$ cat src/fpd_pkg.sv
package fpd_pkg;
  // ****************************************
  // register map and fields
  // ****************************************
  localparam logic [7:0] FPD_ADDR_OPWORD = 8'h00;
  localparam logic [7:0] FPD_ADDR_CMDWORD = 8'h04;
  localparam logic [7:0] FPD_ADDR_STATUS = 8'h08;
  localparam logic [7:0] FPD_ADDR_DECODE = 8'h0c;
  localparam logic [7:0] FPD_ADDR_CTRL = 8'h10;
  localparam logic [3:0] FPD_LINE_CODE = 4'hf;
  localparam logic [2:0] FPD_ID_RESET = 3'h1;
  localparam logic [6:0] FPD_EXT_POW2 = 7'h11;
  localparam logic [2:0] FPD_T_GEN = 3'h0;
  localparam logic [2:0] FPD_T_COND = 3'h1;
  localparam logic [2:0] FPD_T_BRS = 3'h2;
  localparam logic [2:0] FPD_T_BRL = 3'h3;
  localparam logic [2:0] FPD_T_SAVE = 3'h4;
  localparam logic [2:0] FPD_T_REST = 3'h5;
  localparam logic [2:0] FPD_FMT_LONG = 3'h0;
  localparam logic [2:0] FPD_FMT_SINGLE = 3'h1;
  localparam logic [2:0] FPD_FMT_EXT = 3'h2;
  localparam logic [2:0] FPD_FMT_PACKED = 3'h3;
  localparam logic [2:0] FPD_FMT_WORD = 3'h4;
  localparam logic [2:0] FPD_FMT_DOUBLE = 3'h5;
  localparam logic [2:0] FPD_FMT_BYTE = 3'h6;
  localparam logic [2:0] FPD_M_DREG = 3'h0;
  localparam logic [2:0] FPD_M_AREG = 3'h1;
  localparam logic [2:0] FPD_M_IND = 3'h2;
  localparam logic [2:0] FPD_M_DISP = 3'h5;
  localparam logic [2:0] FPD_M_IDX = 3'h6;
  localparam logic [2:0] FPD_M_SPEC = 3'h7;
  localparam logic [2:0] FPD_R_ABSW = 3'h0;
  localparam logic [2:0] FPD_R_ABSL = 3'h1;
  localparam logic [2:0] FPD_R_PCD = 3'h2;
  localparam logic [2:0] FPD_R_PCX = 3'h3;
  localparam logic [2:0] FPD_R_IMM = 3'h4;
  typedef enum logic [1:0] {FPD_IDLE, FPD_DATA} fpd_bus_type;
endpackage : fpd_pkg
$ cat src/fpd_decoder.sv
`timescale 1ns/100ps
module fpd_decoder
  import fpd_pkg::*;
(
  input wire logic hclk,
  input wire logic hresetn,
  input wire logic hsel,
  input wire logic [7:0] haddr,
  input wire logic [1:0] htrans,
  input wire logic hwrite,
  input wire logic [2:0] hsize,
  input wire logic [31:0] hwdata,
  input wire logic hready,
  output logic [31:0] hrdata,
  output logic hreadyout,
  output logic hresp,
  output logic illegal_ff,
  output logic pow2_ff,
  output logic accept_ff
);
  // ****************************************
  // bus slave
  // ****************************************
  // bus capture state and decoded result registers
  logic wr_pend_ff, nxt_wr_pend;
  logic rd_pend_ff, nxt_rd_pend;
  logic [7:0] addr_ff, nxt_addr;
  logic [15:0] op_ff, nxt_op;
  logic [15:0] cmd_ff, nxt_cmd;
  logic [2:0] id_ff, nxt_id;
  logic [31:0] rdata_ff, nxt_rdata;
  logic go_ff, nxt_go;
  logic ill_ff, nxt_ill;
  logic p2_ff, nxt_p2;
  logic acc_ff, nxt_acc;
  logic [3:0] words_ff, nxt_words;
  logic [2:0] class_ff, nxt_class;
  logic ea_bad_ff, nxt_ea_bad;
  logic same_ff, nxt_same;
  logic rm_ff, nxt_rm;
  // combinational fields of the stored words
  logic is_cop, id_hit, type_res, rm, ea_used, ea_ok, same, ea_zero;
  logic [2:0] itype, spec, dst, ea_mode, ea_reg;
  logic [3:0] ext_words, len;
  logic is_pow2;
  // address phase capture; single-wait-free slave, data phase one cycle
  always_comb
  begin
    nxt_wr_pend = 1'b0;
    nxt_rd_pend = 1'b0;
    nxt_addr = addr_ff;
    if (hsel && hready && htrans[1])
    begin
      nxt_wr_pend = hwrite;
      nxt_rd_pend = !hwrite;
      nxt_addr = haddr;
    end
  end
  // ****************************************
  // field extraction
  // ****************************************
  // operation word fields first, then command word fields
  assign is_cop = op_ff[15:12] == FPD_LINE_CODE;
  assign id_hit = op_ff[11:9] == id_ff;
  assign itype = op_ff[8:6];
  assign type_res = itype[2] && itype[1];
  assign ea_mode = op_ff[5:3];
  assign ea_reg = op_ff[2:0];
  assign rm = cmd_ff[14];
  assign spec = cmd_ff[12:10];
  assign dst = cmd_ff[9:7];
  assign same = !rm && (spec == dst);
  assign ea_zero = op_ff[5:0] == 6'h00;
  // register source ignores the ea field entirely, zero or not
  assign ea_used = rm && (itype == FPD_T_GEN);
  assign is_pow2 = (itype == FPD_T_GEN) && !cmd_ff[15] && !cmd_ff[13]
                   && cmd_ff[6:0] == FPD_EXT_POW2;
  // legality of the external source, data-direct only for narrow formats
  always_comb
  begin
    ea_ok = 1'b1;
    case (ea_mode)
      FPD_M_DREG: ea_ok = spec == FPD_FMT_LONG || spec == FPD_FMT_SINGLE
                          || spec == FPD_FMT_WORD || spec == FPD_FMT_BYTE;
      FPD_M_AREG: ea_ok = 1'b0;
      FPD_M_SPEC: ea_ok = ea_reg <= FPD_R_IMM;
      default: ea_ok = 1'b1;
    endcase
    if (spec == 3'h7)
    begin
      ea_ok = 1'b0;
    end
  end
  // extension words the host must supply after the command word
  always_comb
  begin
    ext_words = 4'h0;
    case (itype)
      FPD_T_GEN:
      begin
        if (rm)
        begin
          case (ea_mode)
            FPD_M_DISP: ext_words = 4'h1;
            FPD_M_IDX: ext_words = 4'h1;
            FPD_M_SPEC:
            begin
              case (ea_reg)
                FPD_R_ABSW: ext_words = 4'h1;
                FPD_R_ABSL: ext_words = 4'h2;
                FPD_R_PCD: ext_words = 4'h1;
                FPD_R_PCX: ext_words = 4'h1;
                FPD_R_IMM:
                begin
                  case (spec)
                    FPD_FMT_EXT: ext_words = 4'h6;
                    FPD_FMT_PACKED: ext_words = 4'h6;
                    FPD_FMT_DOUBLE: ext_words = 4'h4;
                    FPD_FMT_LONG: ext_words = 4'h2;
                    FPD_FMT_SINGLE: ext_words = 4'h2;
                    default: ext_words = 4'h1;
                  endcase
                end
                default: ext_words = 4'h0;
              endcase
            end
            default: ext_words = 4'h0;
          endcase
        end
      end
      FPD_T_BRS: ext_words = 4'h0;
      FPD_T_BRL: ext_words = 4'h1;
      default: ext_words = 4'h0;
    endcase
  end
  // two leading words plus whatever the address mode or the long branch type needs
  assign len = 4'h2 + ext_words;
  // ****************************************
  // decode and register update
  // ****************************************
  // register writes; decode runs the cycle after the command word lands
  always_comb
  begin
    nxt_op = op_ff;
    nxt_cmd = cmd_ff;
    nxt_id = id_ff;
    nxt_go = 1'b0;
    if (wr_pend_ff)
    begin
      case (addr_ff)
        FPD_ADDR_OPWORD: nxt_op = hwdata[15:0];
        FPD_ADDR_CMDWORD:
        begin
          nxt_cmd = hwdata[15:0];
          nxt_go = 1'b1;
        end
        FPD_ADDR_CTRL: nxt_id = hwdata[2:0];
        default: nxt_id = id_ff;
      endcase
    end
    nxt_ill = ill_ff;
    nxt_p2 = p2_ff;
    nxt_acc = acc_ff;
    nxt_words = words_ff;
    nxt_class = class_ff;
    nxt_ea_bad = ea_bad_ff;
    nxt_same = same_ff;
    nxt_rm = rm_ff;
    if (go_ff && is_cop && id_hit)
    begin
      nxt_ill = type_res || (ea_used && !ea_ok);
      nxt_acc = !nxt_ill;
      nxt_p2 = is_pow2 && !nxt_ill;
      nxt_words = len;
      nxt_class = itype;
      nxt_ea_bad = ea_used && !ea_ok;
      nxt_same = same && (itype == FPD_T_GEN);
      nxt_rm = rm;
    end
    else if (go_ff)
    begin
      nxt_ill = 1'b0;
      nxt_acc = 1'b0;
      nxt_p2 = 1'b0;
    end
    nxt_rdata = 32'h0000_0000;
    if (rd_pend_ff || (hsel && hready && htrans[1] && !hwrite))
    begin
      case (rd_pend_ff ? addr_ff : haddr)
        FPD_ADDR_OPWORD: nxt_rdata = {16'h0000, op_ff};
        FPD_ADDR_CMDWORD: nxt_rdata = {16'h0000, cmd_ff};
        FPD_ADDR_STATUS: nxt_rdata = {26'h000_0000, ea_bad_ff, same_ff, rm_ff, p2_ff, acc_ff, ill_ff};
        FPD_ADDR_DECODE: nxt_rdata = {25'h000_0000, words_ff, class_ff};
        FPD_ADDR_CTRL: nxt_rdata = {29'h0000_0000, id_ff};
        default: nxt_rdata = 32'h0000_0000;
      endcase
    end
  end
  // every register updates on every edge; reset loads constants only
  always_ff @(posedge hclk or negedge hresetn)
  begin
    if (!hresetn)
    begin
      wr_pend_ff <= 1'b0;
      rd_pend_ff <= 1'b0;
      addr_ff <= 8'h00;
      op_ff <= 16'h0000;
      cmd_ff <= 16'h0000;
      id_ff <= FPD_ID_RESET;
      rdata_ff <= 32'h0000_0000;
      go_ff <= 1'b0;
      ill_ff <= 1'b0;
      p2_ff <= 1'b0;
      acc_ff <= 1'b0;
      words_ff <= 4'h0;
      class_ff <= 3'h0;
      ea_bad_ff <= 1'b0;
      same_ff <= 1'b0;
      rm_ff <= 1'b0;
    end
    else
    begin
      wr_pend_ff <= nxt_wr_pend;
      rd_pend_ff <= nxt_rd_pend;
      addr_ff <= nxt_addr;
      op_ff <= nxt_op;
      cmd_ff <= nxt_cmd;
      id_ff <= nxt_id;
      rdata_ff <= nxt_rdata;
      go_ff <= nxt_go;
      ill_ff <= nxt_ill;
      p2_ff <= nxt_p2;
      acc_ff <= nxt_acc;
      words_ff <= nxt_words;
      class_ff <= nxt_class;
      ea_bad_ff <= nxt_ea_bad;
      same_ff <= nxt_same;
      rm_ff <= nxt_rm;
    end
  end
  // read data registered at the address phase, so it stands in the data phase
  assign hrdata = rdata_ff;
  assign hreadyout = 1'b1;
  assign hresp = 1'b0;
  assign illegal_ff = ill_ff;
  assign pow2_ff = p2_ff;
  assign accept_ff = acc_ff;
  // ****************************************
  // checks
  // ****************************************
  // reserved types must be refused, never accepted
  a_reserved_type: assert property (@(posedge hclk) disable iff (!hresetn)
    go_ff && is_cop && id_hit && type_res |=> ill_ff && !acc_ff) else $error("reserved type not refused");
  a_pow2_decode: assert property (@(posedge hclk) disable iff (!hresetn)
    go_ff && is_cop && id_hit && is_pow2 && !type_res && !(ea_used && !ea_ok) |=> p2_ff) else $error("pow2 missed");
  // the predicate word of other types never names an operation
  a_cond_no_pow2: assert property (@(posedge hclk) disable iff (!hresetn)
    go_ff && is_cop && id_hit && itype != FPD_T_GEN |=> !p2_ff) else $error("pow2 on non general type");
  // a nonzero field that nobody reads must not stop the instruction
  a_ea_ignored: assert property (@(posedge hclk) disable iff (!hresetn)
    go_ff && is_cop && id_hit && !rm && itype == FPD_T_GEN && !ea_zero |=> acc_ff) else $error("unused ea refused");
  // external source legality per mode and format
  a_areg_direct: assert property (@(posedge hclk) disable iff (!hresetn)
    go_ff && is_cop && id_hit && ea_used && ea_mode == FPD_M_AREG |=> ill_ff) else $error("address direct taken");
  a_dreg_fmt: assert property (@(posedge hclk) disable iff (!hresetn)
    go_ff && is_cop && id_hit && ea_used && ea_mode == FPD_M_DREG && spec == FPD_FMT_DOUBLE |=> ill_ff)
    else $error("data direct double taken");
  a_dreg_narrow: assert property (@(posedge hclk) disable iff (!hresetn)
    go_ff && is_cop && id_hit && ea_used && ea_mode == FPD_M_DREG && spec == FPD_FMT_BYTE |=> acc_ff)
    else $error("data direct byte refused");
  a_abs_long: assert property (@(posedge hclk) disable iff (!hresetn)
    go_ff && is_cop && id_hit && ea_used && ea_mode == FPD_M_SPEC && ea_reg == FPD_R_ABSL && spec != 3'h7
    |=> acc_ff) else $error("absolute long refused");
  a_special_code: assert property (@(posedge hclk) disable iff (!hresetn)
    go_ff && is_cop && id_hit && ea_used && ea_mode == FPD_M_SPEC && ea_reg > FPD_R_IMM |=> ill_ff)
    else $error("undefined special code taken");
  // an eighth code in the format field has no meaning
  a_spec_reserved: assert property (@(posedge hclk) disable iff (!hresetn)
    go_ff && is_cop && id_hit && ea_used && spec == 3'h7 |=> ill_ff && !acc_ff) else $error("reserved format taken");
  // length is bounded by the longest immediate operand
  a_len_range: assert property (@(posedge hclk) disable iff (!hresetn)
    acc_ff |-> words_ff >= 4'h2 && words_ff <= 4'h8) else $error("length out of range");
  a_imm_long: assert property (@(posedge hclk) disable iff (!hresetn)
    go_ff && is_cop && id_hit && ea_used && ea_mode == FPD_M_SPEC && ea_reg == FPD_R_IMM
    && (spec == FPD_FMT_EXT || spec == FPD_FMT_PACKED) |=> words_ff == 4'h8)
    else $error("long immediate length wrong");
  // words meant for another unit leave no trace in the flags
  a_foreign_id: assert property (@(posedge hclk) disable iff (!hresetn)
    go_ff && !(is_cop && id_hit) |=> !acc_ff && !ill_ff) else $error("foreign word decoded");
  // decoded fields are kept for software to read back
  a_same_reg: assert property (@(posedge hclk) disable iff (!hresetn)
    go_ff && is_cop && id_hit && itype == FPD_T_GEN && same |=> same_ff && !rm_ff) else $error("same reg lost");
  a_class_kept: assert property (@(posedge hclk) disable iff (!hresetn)
    go_ff && is_cop && id_hit |=> class_ff == $past(itype)) else $error("class wrong");
  a_rm_kept: assert property (@(posedge hclk) disable iff (!hresetn)
    go_ff && is_cop && id_hit |=> rm_ff == $past(rm)) else $error("source select lost");
  // ****************************************
  // scenario coverage
  // ****************************************
  c_pow2: cover property (@(posedge hclk) disable iff (!hresetn) p2_ff);
  c_illegal: cover property (@(posedge hclk) disable iff (!hresetn) ill_ff);
  c_long_imm: cover property (@(posedge hclk) disable iff (!hresetn) acc_ff && words_ff == 4'h8);
  c_same_reg: cover property (@(posedge hclk) disable iff (!hresetn) same_ff && acc_ff);
  c_foreign: cover property (@(posedge hclk) disable iff (!hresetn) go_ff && !(is_cop && id_hit));
endmodule : fpd_decoder

$ cat config.mk
export PLATFORM = sky130hd
export DESIGN_NAME = fpd_decoder
export DESIGN_NICKNAME = d
export VERILOG_FILES = /design/src/fpd_pkg.sv /design/src/fpd_decoder.sv
export SDC_FILE = /design/constraint.sdc
export NUM_CORES = 1
export LEC_CHECK = 0
export ABC_AREA = 1
export BUFFER_PORTS_ARGS = -buffer_cell sky130_fd_sc_hd__clkbuf_2
export CAP_MARGIN = 5
export CORE_MARGIN = 2
export CORE_UTILIZATION = 50
export DETAILED_ROUTE_END_ITERATION = 10
export HOLD_SLACK_MARGIN = 0.02
export PLACE_DENSITY = 0.73
export SYNTH_ARGS = -nofsm -noshare
export SYNTH_HDL_FRONTEND = slang
export SYNTH_SLANG_ARGS = --single-unit
$ cat constraint.sdc
create_clock -name hclk -period 1.8 [get_ports hclk]
set_input_delay 0.09 -clock hclk [delete_from_list [all_inputs] [get_ports hclk]]
set_output_delay 0.09 -clock hclk [all_outputs]
set_load 0.005 [all_outputs]
# --- Yosys cells after proc, flatten, opt, wreduce, memory -nomap -nowiden ---
# Cells that the tools add are included.
totals:
  reg_bits: 91
  latchBits: 0
  ramBits: 0
  romBits: 0
  out_inout_bits: 37
  elab_cells: 101
  n_memories: 0
op_classes:
  n_addsub: 1
  n_mul: 0
  div: 0
  n_lt_le_gt_ge: 1
  n_eq_ne: 26
  shifts: 0
  muxes: 18
  bitwise: 0
  n_reduce_logical: 39
ops:
  columns: ["cell", "n"]
  rows:
  - ["case mux 16 bit (5 select lines)", 1]
  - ["equality test 3 bit, second input constant", 8]
  - ["case mux 3 bit (3 select lines)", 2]
  - ["equality test 8 x 3 -> 1 bit, second input constant", 2]
  - ["equality test 8 x 4 -> 1 bit, second input constant", 2]
  - ["equality test 8 x 5 -> 1 bit, second input constant", 2]
  - ["zero test 8 bit", 2]
  - ["two-way mux 16 bit", 1]
  - ["equality test 3 x 2 -> 1 bit, second input constant", 5]
  - ["logical AND 1 bit", 14]
  - ["zero test 3 bit", 4]
  - ["equality test 3 x 1 -> 1 bit, second input constant", 3]
  - ["two-way mux 1 bit", 9]
  - ["two-way mux 8 bit", 1]
  - ["case mux 4 bit (2 select lines)", 1]
  - ["equality test 7 x 5 -> 1 bit, second input constant", 1]
  - ["equality test 3 bit", 2]
  - ["zero test 1 bit", 6]
  - ["case mux 3 bit (2 select lines)", 1]
  - ["AND reduction 2 bit", 3]
  - ["OR reduction 2 bit", 3]
  - ["logical OR 1 bit", 5]
  - ["adder 2 x 4 -> 4 bit, first input constant", 1]
  - ["equality test 4 bit, second input constant", 1]
  - ["5 further kinds", 5]

# --- Logic depth before layout (Yosys ltp) ---
# Gate-level depths: netlist of run 1.
logic_depth:
  ltp_word: 12
  ltp_mapped: 11

# --- Worst setup path after synthesis of run 1 ---
# OpenSTA, ideal clock, no wires.
synth_path:
  kind: "reg2reg"
  startpoint: "reg rd_pend_ff"
  endpoint: "reg rdata_ff[6], in the netlist hrdata[6]"
  setup_ns: 0.121
  t_arrival_ns: 1.379
  setup_slack_ns: 0.300
  stages_incl_launch_ff: 11
  period_less_slack_ns: 1.500
  path_cell_list: "dfrtp_1 > buf_6 > nand2_2 > nand2_2 > nand2_2 > nor2_8 > nand2_1 > nand3_2 > o21bai_4 > buf_12 > nor2_4"
synth_via:
  elab_chain_cells: 4
  elab_cells_between_ends: 9
  classes_between: "4 x eq/ne; 3 x mux; 2 x reduce/logical"
synth_lines:
  columns: ["element", "line", "text"]
  rows:
  - ["from (decl)", "fpd_decoder.sv:26", "logic rd_pend_ff, nxt_rd_pend;"]
  - ["from (signal assigned)", "fpd_decoder.sv:224", "rd_pend_ff <= nxt_rd_pend;"]
  - ["two-way mux 8 bit", "fpd_decoder.sv:189", "case (rd_pend_ff ? addr_ff : haddr)"]
  - ["equality test 8 x 5 -> 1 bit (tied with other cells)", "fpd_decoder.sv:189", null]
  - ["case mux 16 bit (5 select lines)", "fpd_decoder.sv:189", null]
  - ["two-way mux 16 bit (*)", "fpd_decoder.sv:187", "if (rd_pend_ff || (hsel && hready && htrans[1] && !hwrite))"]
  - ["net nxt_rdata[6]", "fpd_decoder.sv:31", "logic [31:0] rdata_ff, nxt_rdata;"]
  - ["to (signal assigned)", "fpd_decoder.sv:229", "rdata_ff <= nxt_rdata;"]
  - ["to (decl)", "fpd_decoder.sv:31", null]
# Mark *: on every way through the listed nets, which the timed path passes. The rest lies on a longest branch.
# A chain may end at the register's enable or synchronous reset.

# --- Worst setup path after layout of run 1 ---
layout_path:
  startpoint: "reg rd_pend_ff"
  endpoint: "reg rdata_ff[0], in the netlist hrdata[0]"
# Same word-level chain as after synthesis.

==> results.py, run 1 <==
metrics = {
    "run_status": {
        "status": "completed",
    },
    "global_routing": {
        "grt_antenna_before_repair": 0,
        "grt_pass1_wl_mm": 14.36,
        "track_usage_pct": 21.53,
        "overflow": 0,
        "grt_pass1_vias": 3158,
        "grt_max_degree": 76,
    },
    "drt": {
        "avgViaCountPerCell": 4.881,
        "via_count": 3314,
        "drt-initial-drc-count": 211,
        "drc": 0,
        "ant_nets": 0,
        "wl_per_cell_um": 12.57,
        "first_pass_iters": 5,
        "wirelength_mm": 8.537,
    },
    "place": {
        "gp_congestion": 0.9656,
        "dp_hpwl_mm": 6.159,
        "portBuffers": 48,
    },
    "timing": {
        "final_hold_viol_count": 0,
        "rsz0062_at_grt": "false",
        "finalSetupViolations": 0,
        "fin_skew_ns": 0.009887,
        "post-route-period-util_pct": 95.94,
        "fmax_mhz": 579.1,
        "drv_slew": 0,
        "tns_ns": 0,
        "min_period_ns": 1.727,
    },
    "floorplan": {
        "initial_utilization_pct": 50.88,
        "num_rows": 32,
        "design.core.area_um2": 7647,
        "dieHeight_um": 92.22,
        "die_w_um": 92.22,
        "dieArea_um2": 8505,
        "io_pins": 87,
    },
    "final_layout": {
        "drive_above_1_share_pct": 18.02,
        "regArea_um2": 1879,
        "synthToLayoutAreaGrowth_pct": 20.93,
        "nFillCells": 661,
        "layout_commonest_cell": "nand2_1",
        "final_nets": 623,
        "multiInputGateArea_um2": 1618,
        "diodes": 0,
        "final_cell_mix": "nand2_1, dfrtp_1, inv_1, o21ai_0, clkbuf_2",
    },
    "logic_synthesis": {
        "netlist_instances": 491,
        "ys_types": 31,
        "yosysTopAreaCellShare_pct": 47.59,
        "ys_ff_latch": 75,
        "ys_seq_area_share_pct": 48.26,
        "syn_area_um2": 3891,
        "yosys-top-cells-area": "dfrtp_1, nand2_1, o21ai_0, inv_1, nor2_1",
        "synth_top_area_cell": "dfrtp_1",
        "avgSynthCellArea_um2": 7.925,
        "yosys_warnings": 0,
    },
    "clocking": {
        "cts_tree": "done",
        "cts_htree_levels": 3,
        "worstSkewPairLatency_ns": 0.36,
        "root_buffer": "clkbuf_8",
        "post_cts_buffers": 0,
        "clkSinkCount": 75,
        "clkSlewWorstSetupHoldPaths_ns": 0.07,
        "clockBufferDepth": 2,
        "cts_inserted_buffers": 9,
    },
    "run": {
        "cap_violations": 0,
    },
    "power_and_ir_drop": {
        "p_total_mw": 3.561,
        "pwr-share-seq_pct": 51.1,
        "p_clk_share_pct": 38.8,
        "ir_worst_vdd_mv": 0.4061,
        "power.switching_mw": 0.8732,
        "sw_frac_of_total_pct": 24.53,
        "p_int_mw": 2.687,
        "p_leak_nw": 2.588,
        "powerDensity_nw_per_um2": 756.6,
        "p_comb_share_pct": 10.1,
    },
    "worst_setup_path": {
        "path_max_fanout": 14,
        "start_kind": "flip-flop",
        "critPathKind": "flip-flop to flip-flop",
        "worstPathArrival_ns": 1.96,
        "crit_path_end_kind": "flip-flop",
        "crit_required_ns": 2.04,
    },
    "hold_path": {
        "hold_path.class": "input port to flip-flop",
    },
}
-- cell usage after synthesis --
cell type,number
o21ai_0,59
nor3_1,4
buf_6,1
nand3b_1,1
nand2_1,132
dfstp_2,1
nand3_1,28
buf_4,19
nor2_1,42
o211ai_1,1
o22ai_1,1
o21ai_1,2
o21bai_4,1
xor2_1,2
inv_1,62
xnor2_1,2
ha_1,1
mux2_2,2
nand3_2,1
nand4_1,11
clkbuf_1,11
nor2_4,12
nor2_2,1
inv_2,4
nand2_2,6
conb_1,2
nor2_8,1
a21oi_1,5
dfrtp_1,74
nand2_4,1
buf_12,1
-- power by group through the flow --
stage / registers, mW / logic (mW) / clock network [mW]
2_1_floorplan: 1.83 / 0.229 / 0
3_3_place_gp: 1.85 / 0.301 / 0
3_5_place_dp: 1.85 / 0.312 / 0
4_1_cts: 1.82 / 0.358 / 1.42
5_1_grt: 1.83 / 0.414 / 1.48
6_report: 1.82 / 0.359 / 1.38
-- routing by layer --
metal | track usage, % | vias to the layer above | wire length, µm
met4 | 10.95 | 0 | 238
met2 | 32.72 | 108 | 3886
met1 | 30.08 | 1521 | 3992
li1 | - | 1665 | -
met5 | 0 | - | 0
met3 | 3.287 | 20 | 420
-- worst paths after layout --
kind,start,endpoint,slack [ns],depth (start not counted)
worst max-delay path,rd_pend_ff,hrdata[0],0.07,10
worst min-delay path,hready,wr_pend_ff,0.20,4
worst max register to register,rd_pend_ff,hrdata[0],0.07,10
worst min register to register,words_ff[1],words_ff[1],0.49,2
max in group asynchronous,hresetn,hrdata[1],1.18,3
min in group asynchronous,hresetn,addr_ff[5],0.28,3
-- state kept, by name (all words and copies together), names as in the netlist, 3 cells and up --
register / flops
addr_ff: 8
class_ff: 3
cmd_ff: 16
hrdata: 16
id_ff: 3
op_ff: 16
words_ff: 4
-- metrics by stage --
stage	instance area [µm²]	cells	utilization, %	hold WS [ns]	setup WS, ns
2_1_floorplan	3951	507	-	-0.2056	0.2997
3_3_place_gp	4212	636	55.07	0.1449	0.1330
3_5_place_dp	4212	636	55.07	0.1548	0.07511
4_1_cts	4692	679	61.35	0.1789	0.05806
5_1_grt	4706	679	61.53	0.2292	0.001659
6_report	4706	679	61.53	0.1950	0.07310
-- critical path, cell delays in order (launching register included) --
cell and delay [ns]:
dfrtp_2 0.45, buf_4 0.17, nand2_1 0.07, nand2_1 0.08
nand2_1 0.13, nor2_4 0.06, nand2_4 0.13, nand2_2 0.08
o21bai_4 0.16, buf_12 0.20, nor2_1 0.07
-- kinds of logic after synthesis --
logic type	Yosys count	synth area share (%)
and+or+nand+nor	240	28.52
buffers and inverters	98	11.90
DFF	75	48.26
AOI/OAI and AO/OA	69	9.325
xor gates and xnor gates	4	0.9005
other	2	0.1930
muxes	2	0.5787
adders and majority gates	1	0.3215
-- area by class of cell --
class / instances / area share [%]
clock inverters: 4 / 1.595
multi-input cells: 334 / 34.38
flip-flops and latches: 75 / 39.94
inverters: 66 / 5.371
well taps: 102 / 2.712
clock buffers: 12 / 2.872
repair buffers: 86 / 13.13
-- timing repair --
item                       CTS  global route
hold endpoints to repair   116             0
hold buffers                27             0
resized for setup            0             5
setup endpoints to repair    0            16
No activity file was read; power rests on OpenSTA's default activity.
==> run 2: changes to the inputs <==
- GPL_TIMING_DRIVEN: unset -> 0
==> results.py, run 2 (synthesis results as in run 1) <==
metrics = {
    "run_status": {
        "status": "completed",
    },
    "drt": {
        "drt-initial-drc-count": 247,
        "drc": 0,
        "wl_per_cell_um": 13.02,
        "ant_nets": 0,
        "first_pass_iters": 4,
        "wirelength_mm": 9.156,
        "via_count": 3472,
        "avgViaCountPerCell": 4.939,
    },
    "floorplan": {
        "dieHeight_um": 92.22,
        "initial_utilization_pct": 50.88,
        "die_w_um": 92.22,
        "io_pins": 87,
        "dieArea_um2": 8505,
        "num_rows": 32,
        "design.core.area_um2": 7647,
    },
    "final_layout": {
        "final_nets": 647,
        "drive_above_1_share_pct": 20.80,
        "nFillCells": 686,
        "synthToLayoutAreaGrowth_pct": 25.34,
        "final_util_pct": 63.78,
        "final_cell_mix": "nand2_1, dfrtp_1, inv_1, o21ai_0, clkbuf_2",
        "diodes": 0,
        "fin_area_um2": 4877,
        "layout_commonest_cell": "nand2_1",
    },
    "worst_setup_path": {
        "crit_required_ns": 2.05,
        "critPathTopFamily": "simple AND/OR/NAND/NOR gates",
        "start_kind": "flip-flop",
        "crit_top_cell": "nand2_1",
        "crit_path_end_kind": "flip-flop",
        "critPathKind": "flip-flop to flip-flop",
        "slowest_stage": "dfrtp_1",
        "worstPathArrival_ns": 1.98,
        "path_cells": "inv_1, nand3_1, nor2_2, nand4_1, nor3_2, ha_1, nand2_1, nand2_1",
        "cp_num_buf_inv": 1,
        "cpPeakStageDelay_ns": 0.42,
        "path_max_fanout": 4,
    },
    "power_and_ir_drop": {
        "powerDensity_nw_per_um2": 734.3,
        "ir_worst_vdd_mv": 0.4377,
        "power.switching_mw": 0.9631,
        "p_leak_nw": 2.697,
        "pwr-share-seq_pct": 50.8,
        "p_total_mw": 3.581,
        "sw_frac_of_total_pct": 26.89,
        "p_comb_share_pct": 10.9,
        "p_clk_share_pct": 38.3,
        "p_int_mw": 2.618,
    },
    "timing": {
        "min_period_ns": 1.729,
        "fin_skew_ns": 0.01016,
        "rsz0062_at_grt": "true",
        "post-route-period-util_pct": 96.03,
        "fmax_mhz": 578.5,
        "timing.hold.ws_ns": 0.1457,
        "drv_slew": 0,
        "final_hold_viol_count": 0,
        "finalSetupViolations": 0,
    },
    "hold_path": {
        "hold_path.class": "input port to flip-flop",
    },
    "clocking": {
        "cts_htree_levels": 3,
        "root_buffer": "clkbuf_8",
        "worstSkewPairLatency_ns": 0.36,
        "clkSinkCount": 75,
        "cts_inserted_buffers": 9,
        "clkSlewWorstSetupHoldPaths_ns": 0.09,
        "cts_tree": "done",
        "clockBufferDepth": 2,
    },
    "global_routing": {
        "grt_pass1_vias": 3305,
        "overflow": 0,
        "grt_pass1_wl_mm": 15.35,
        "grt_antenna_before_repair": 0,
        "grt_max_degree": 42,
        "track_usage_pct": 23.20,
    },
    "place": {
        "dp_hpwl_mm": 6.701,
        "placed_area_um2": 4342,
        "portBuffers": 48,
        "gp_congestion": 0.9149,
    },
    "run": {
        "cap_violations": 0,
    },
}
## run 2: worst paths after layout
kind / start / end / slack, ns / cells after the start
max in group asynchronous: hresetn / words_ff[0] / 0.97 / 3
worst max-delay path: op_ff[8] / words_ff[2] / 0.07 / 8
worst min register to register: id_ff[0] / id_ff[0] / 0.49 / 2
worst max register to register: op_ff[8] / words_ff[2] / 0.07 / 8
worst min-delay path: hready / rd_pend_ff / 0.15 / 3
min in group asynchronous: hresetn / op_ff[13] / 0.25 / 2
## run 2: worst register-to-register path, stage by stage (launching register included)
cell and delay [ns]:
dfrtp_1 0.42, inv_1 0.16, nand3_1 0.13, nor2_2 0.15, nand4_1 0.17, nor3_2 0.21
ha_1 0.27, nand2_1 0.06, nand2_1 0.05
## run 2: metrics by stage
step,worst slack (ns),setup TNS (ns),instances
6_report,0.07148,0,703
5_1_grt,-0.06339,-0.06339,703
4_1_cts,0.01912,0,700
3_5_place_dp,0.03977,0,658
3_3_place_gp,0.02248,0,657
2_1_floorplan,0.2997,0,507
## run 2: cell type report
class | count | area (µm²) | share of cell area [%]
plain buffers | 32 | 217.7 | 4.464
clock buffers | 10 | 137.6 | 2.822
clock inverters | 6 | 72.57 | 1.488
inverters | 66 | 252.7 | 5.182
multi-input cells | 334 | 1628 | 33.38
flip-flops and latches | 75 | 1878 | 38.51
well taps | 102 | 127.6 | 2.617
repair buffers | 78 | 563.0 | 11.54
## run 2: power groups by stage
stage          registers [mW]  clock network (mW)  logic, mW
2_1_floorplan            1.83                   0      0.229
3_3_place_gp             1.85                   0      0.328
3_5_place_dp             1.85                   0      0.342
4_1_cts                  1.81                1.40      0.387
5_1_grt                  1.82                1.46      0.450
6_report                 1.82                1.37      0.391
## run 2: routing by layer
metal  global-route usage (%)  share of wire, %
met1                    31.98                46
met2                    37.25                47
met3                    3.944               4.8
met4                    8.085               1.4
met5                        0                 0
## run 2: repair_timing
item / in CTS / in global routing
hold endpoints to repair: 75 / 0
setup endpoints to repair: 0 / 25
buffers inserted: 0 / 2
hold buffers: 26 / 0
gates resized for setup: 0 / 11
==> run 3: changes to the inputs <==
- ABC_AREA: 1 -> 0
- CTS_CLUSTER_SIZE: unset -> 12
==> results.py, run 3 <==
metrics = {
    "run_status": {
        "status": "finished, violations left",
        "violations": "setup timing",
    },
    "worst_setup_path": {
        "critPathKind": "flip-flop to flip-flop",
        "r2r-start": "rd_pend_ff",
        "r2r_setup_slack_ns": -0.27,
        "start_kind": "flip-flop",
        "crit_path_end_kind": "flip-flop",
        "path_max_fanout": 7,
        "reg2reg_depth": 8,
        "r2r_end": "hrdata[11]",
        "crit_required_ns": 2.08,
        "worstPathArrival_ns": 2.35,
    },
    "drt": {
        "wl_per_cell_um": 18.46,
        "wirelength_mm": 9.823,
        "drt-initial-drc-count": 271,
        "avgViaCountPerCell": 5.641,
        "drc": 0,
        "first_pass_iters": 8,
        "ant_nets": 0,
        "via_count": 3001,
    },
    "logic_synthesis": {
        "ys_types": 55,
        "ys.flop_type": "dfrtp_1",
        "syn_area_um2": 3573,
        "yosys_warnings": 0,
        "ys_seq_area_share_pct": 52.56,
        "netlist_instances": 301,
        "avgSynthCellArea_um2": 11.87,
        "synth_most_common_cell": "dfrtp_1",
        "synth_edf_count": 0,
        "yosys-top-cells-count": "dfrtp_1, mux2_2, buf_4, nor2_1, a22oi_1",
        "ys_ff_latch": 75,
        "synth_top_area_cell": "dfrtp_1",
        "async_reset_ff_share_pct": 100.0,
        "yosysTopAreaCellShare_pct": 51.82,
        "yosys-top-cells-area": "dfrtp_1, mux2_2, buf_4, a22oi_1, nor2_1",
    },
    "run": {
        "cap_violations": 0,
    },
    "timing": {
        "min_period_ns": 2.068,
        "post-route-period-util_pct": 114.9,
        "final_hold_viol_count": 0,
        "rsz0062_at_grt": "true",
        "finalSetupViolations": 35,
        "drv_slew": 0,
        "fin_skew_ns": 0.006503,
        "layout_setup_ws_ns": -0.2677,
        "fmax_mhz": 483.6,
    },
    "hold_path": {
        "hold_depth": 3,
        "hold_path.class": "input port to flip-flop",
        "min_to": "op_ff[2]",
        "hold_start": "hwdata[2]",
    },
    "clocking": {
        "clkSinkCount": 75,
        "cts_htree_levels": 3,
        "worstSkewPairLatency_ns": 0.35,
        "clockBufferDepth": 2,
        "root_buffer": "clkbuf_8",
        "clkSlewWorstSetupHoldPaths_ns": 0.08,
        "cts_inserted_buffers": 9,
        "cts_tree": "done",
    },
    "floorplan": {
        "dieArea_um2": 7839,
        "design.core.area_um2": 6869,
        "num_rows": 30,
        "initial_utilization_pct": 52.02,
        "io_pins": 87,
        "die_w_um": 88.54,
        "dieHeight_um": 88.54,
    },
    "place": {
        "dp_cells": 462,
        "portBuffers": 48,
        "dp_hpwl_mm": 6.022,
        "gp_congestion": 0.8548,
        "placed_area_um2": 4064,
    },
    "global_routing": {
        "grt_max_degree": 45,
        "grt_pass1_vias": 2985,
        "track_usage_pct": 26.01,
        "grt_antenna_before_repair": 0,
        "grt_util_met2_pct": 42.72,
        "met3_usage_pct": 4.851,
        "busiest_layer": "met2",
        "overflow": 0,
        "grt_pass1_wl_mm": 15.23,
        "met1_usage_pct": 33.78,
    },
    "power_and_ir_drop": {
        "powerDensity_nw_per_um2": 780.6,
        "p_leak_nw": 2.330,
        "ir_worst_vdd_mv": 0.6281,
        "p_total_mw": 3.977,
    },
    "final_layout": {
        "final_nets": 482,
        "layout_commonest_cell": "dfrtp_1",
        "stdcell_count": 532,
        "synthToLayoutAreaGrowth_pct": 42.58,
        "diodes": 0,
        "final_cell_mix": "dfrtp_1, clkbuf_2, buf_4, mux2_2, dlygate4sd3_1",
        "drive_above_1_share_pct": 51.38,
        "fin_area_um2": 5095,
        "final_util_pct": 74.17,
    },
}
## run 3: changes by cell type after synthesis, moves of 11 or more
cell / change
o21ai_0: -52
nor2_1: -22
inv_1: -50
mux2_2: +42
a22oi_1: +15
nand3_1: -22
nand4_1: -11
nor2_4: -12
nand2_1: -118
## run 3: worst max-delay path: stages, from the launching register on
cell and delay [ns]:
dfrtp_2 0.50, or4b_4 0.54, a2bb2oi_4 0.18, nor2b_1 0.17, buf_4 0.20, buf_8 0.13, buf_12 0.10, a22oi_2 0.05
nor2_2 0.13
## run 3: layer usage
layer	share of wire (%)	routed length [µm]
met5	0	0
met4	3.8	371
met3	6.5	641
met2	50	4885
met1	40	3925
## run 3: worst max path at each step
stage                           from    endpoint  slack (ns)  cells past startpoint
final                     rd_pend_ff  hrdata[11]       -0.27                      8
after detailed placement  addr_ff[5]   op_ff[11]       -0.44                      5
after global placement    addr_ff[5]   op_ff[12]       -0.39                      5
after global routing      rd_pend_ff  hrdata[12]       -0.33                      8
after CTS                 rd_pend_ff  hrdata[11]       -0.18                      8
after floorplan           addr_ff[4]   hrdata[5]       -0.01                      7
## run 3: kinds of logic after synthesis
family,synth area share (%)
compound gates,11.90
xor+xnor,1.471
fa+ha+maj,0.3501
buf+inv,6.792
flops,52.56
mux,14.78
other cells,0.2102
simple gates,11.94
## run 3: power by group
group	total (mW)	leakage (nW)	switching (mW)	internal [mW]
Combinational	0.504	1.25	0.236	0.268
Sequential	1.91	0.959	0.131	1.78
Clock	1.56	0.123	0.605	0.955
Total	3.98	2.33	0.972	3.01
## run 3: metrics by stage
stage	setup TNS (ns)	hold WS (ns)	worst slack, ns
2_1_floorplan	-0.01409	-0.2056	-0.01409
3_3_place_gp	-8.822	0.2814	-0.3901
3_5_place_dp	-10.38	0.08806	-0.4393
4_1_cts	-4.496	0.02821	-0.1846
5_1_grt	-6.602	0.03542	-0.3327
6_report	-4.255	0.02833	-0.2677
## run 3: cell type report
| type | count | area [µm²] |
|---|---|---|
| Sequential cell | 75 | 1887 |
| Fill cell | 449 | 1774 |
| Multi-Input combinational cell | 201 | 1745 |
| Timing Repair Buffer | 106 | 827.0 |
| Buffer | 26 | 229.0 |
| Clock buffer | 11 | 141.4 |
| Tap cell | 96 | 120.1 |
| Clock inverter | 5 | 100.1 |
| Inverter | 12 | 45.04 |
## run 3: timing repair
action / CTS / global route
setup buffers: 30 / 6
cloned: 3 / 0
endpoints found under the hold margin: 64 / 0
gates resized for setup: 49 / 26
endpoints found under the setup margin: 57 / 57
pin swaps: 16 / 12
hold buffers: 19 / 0
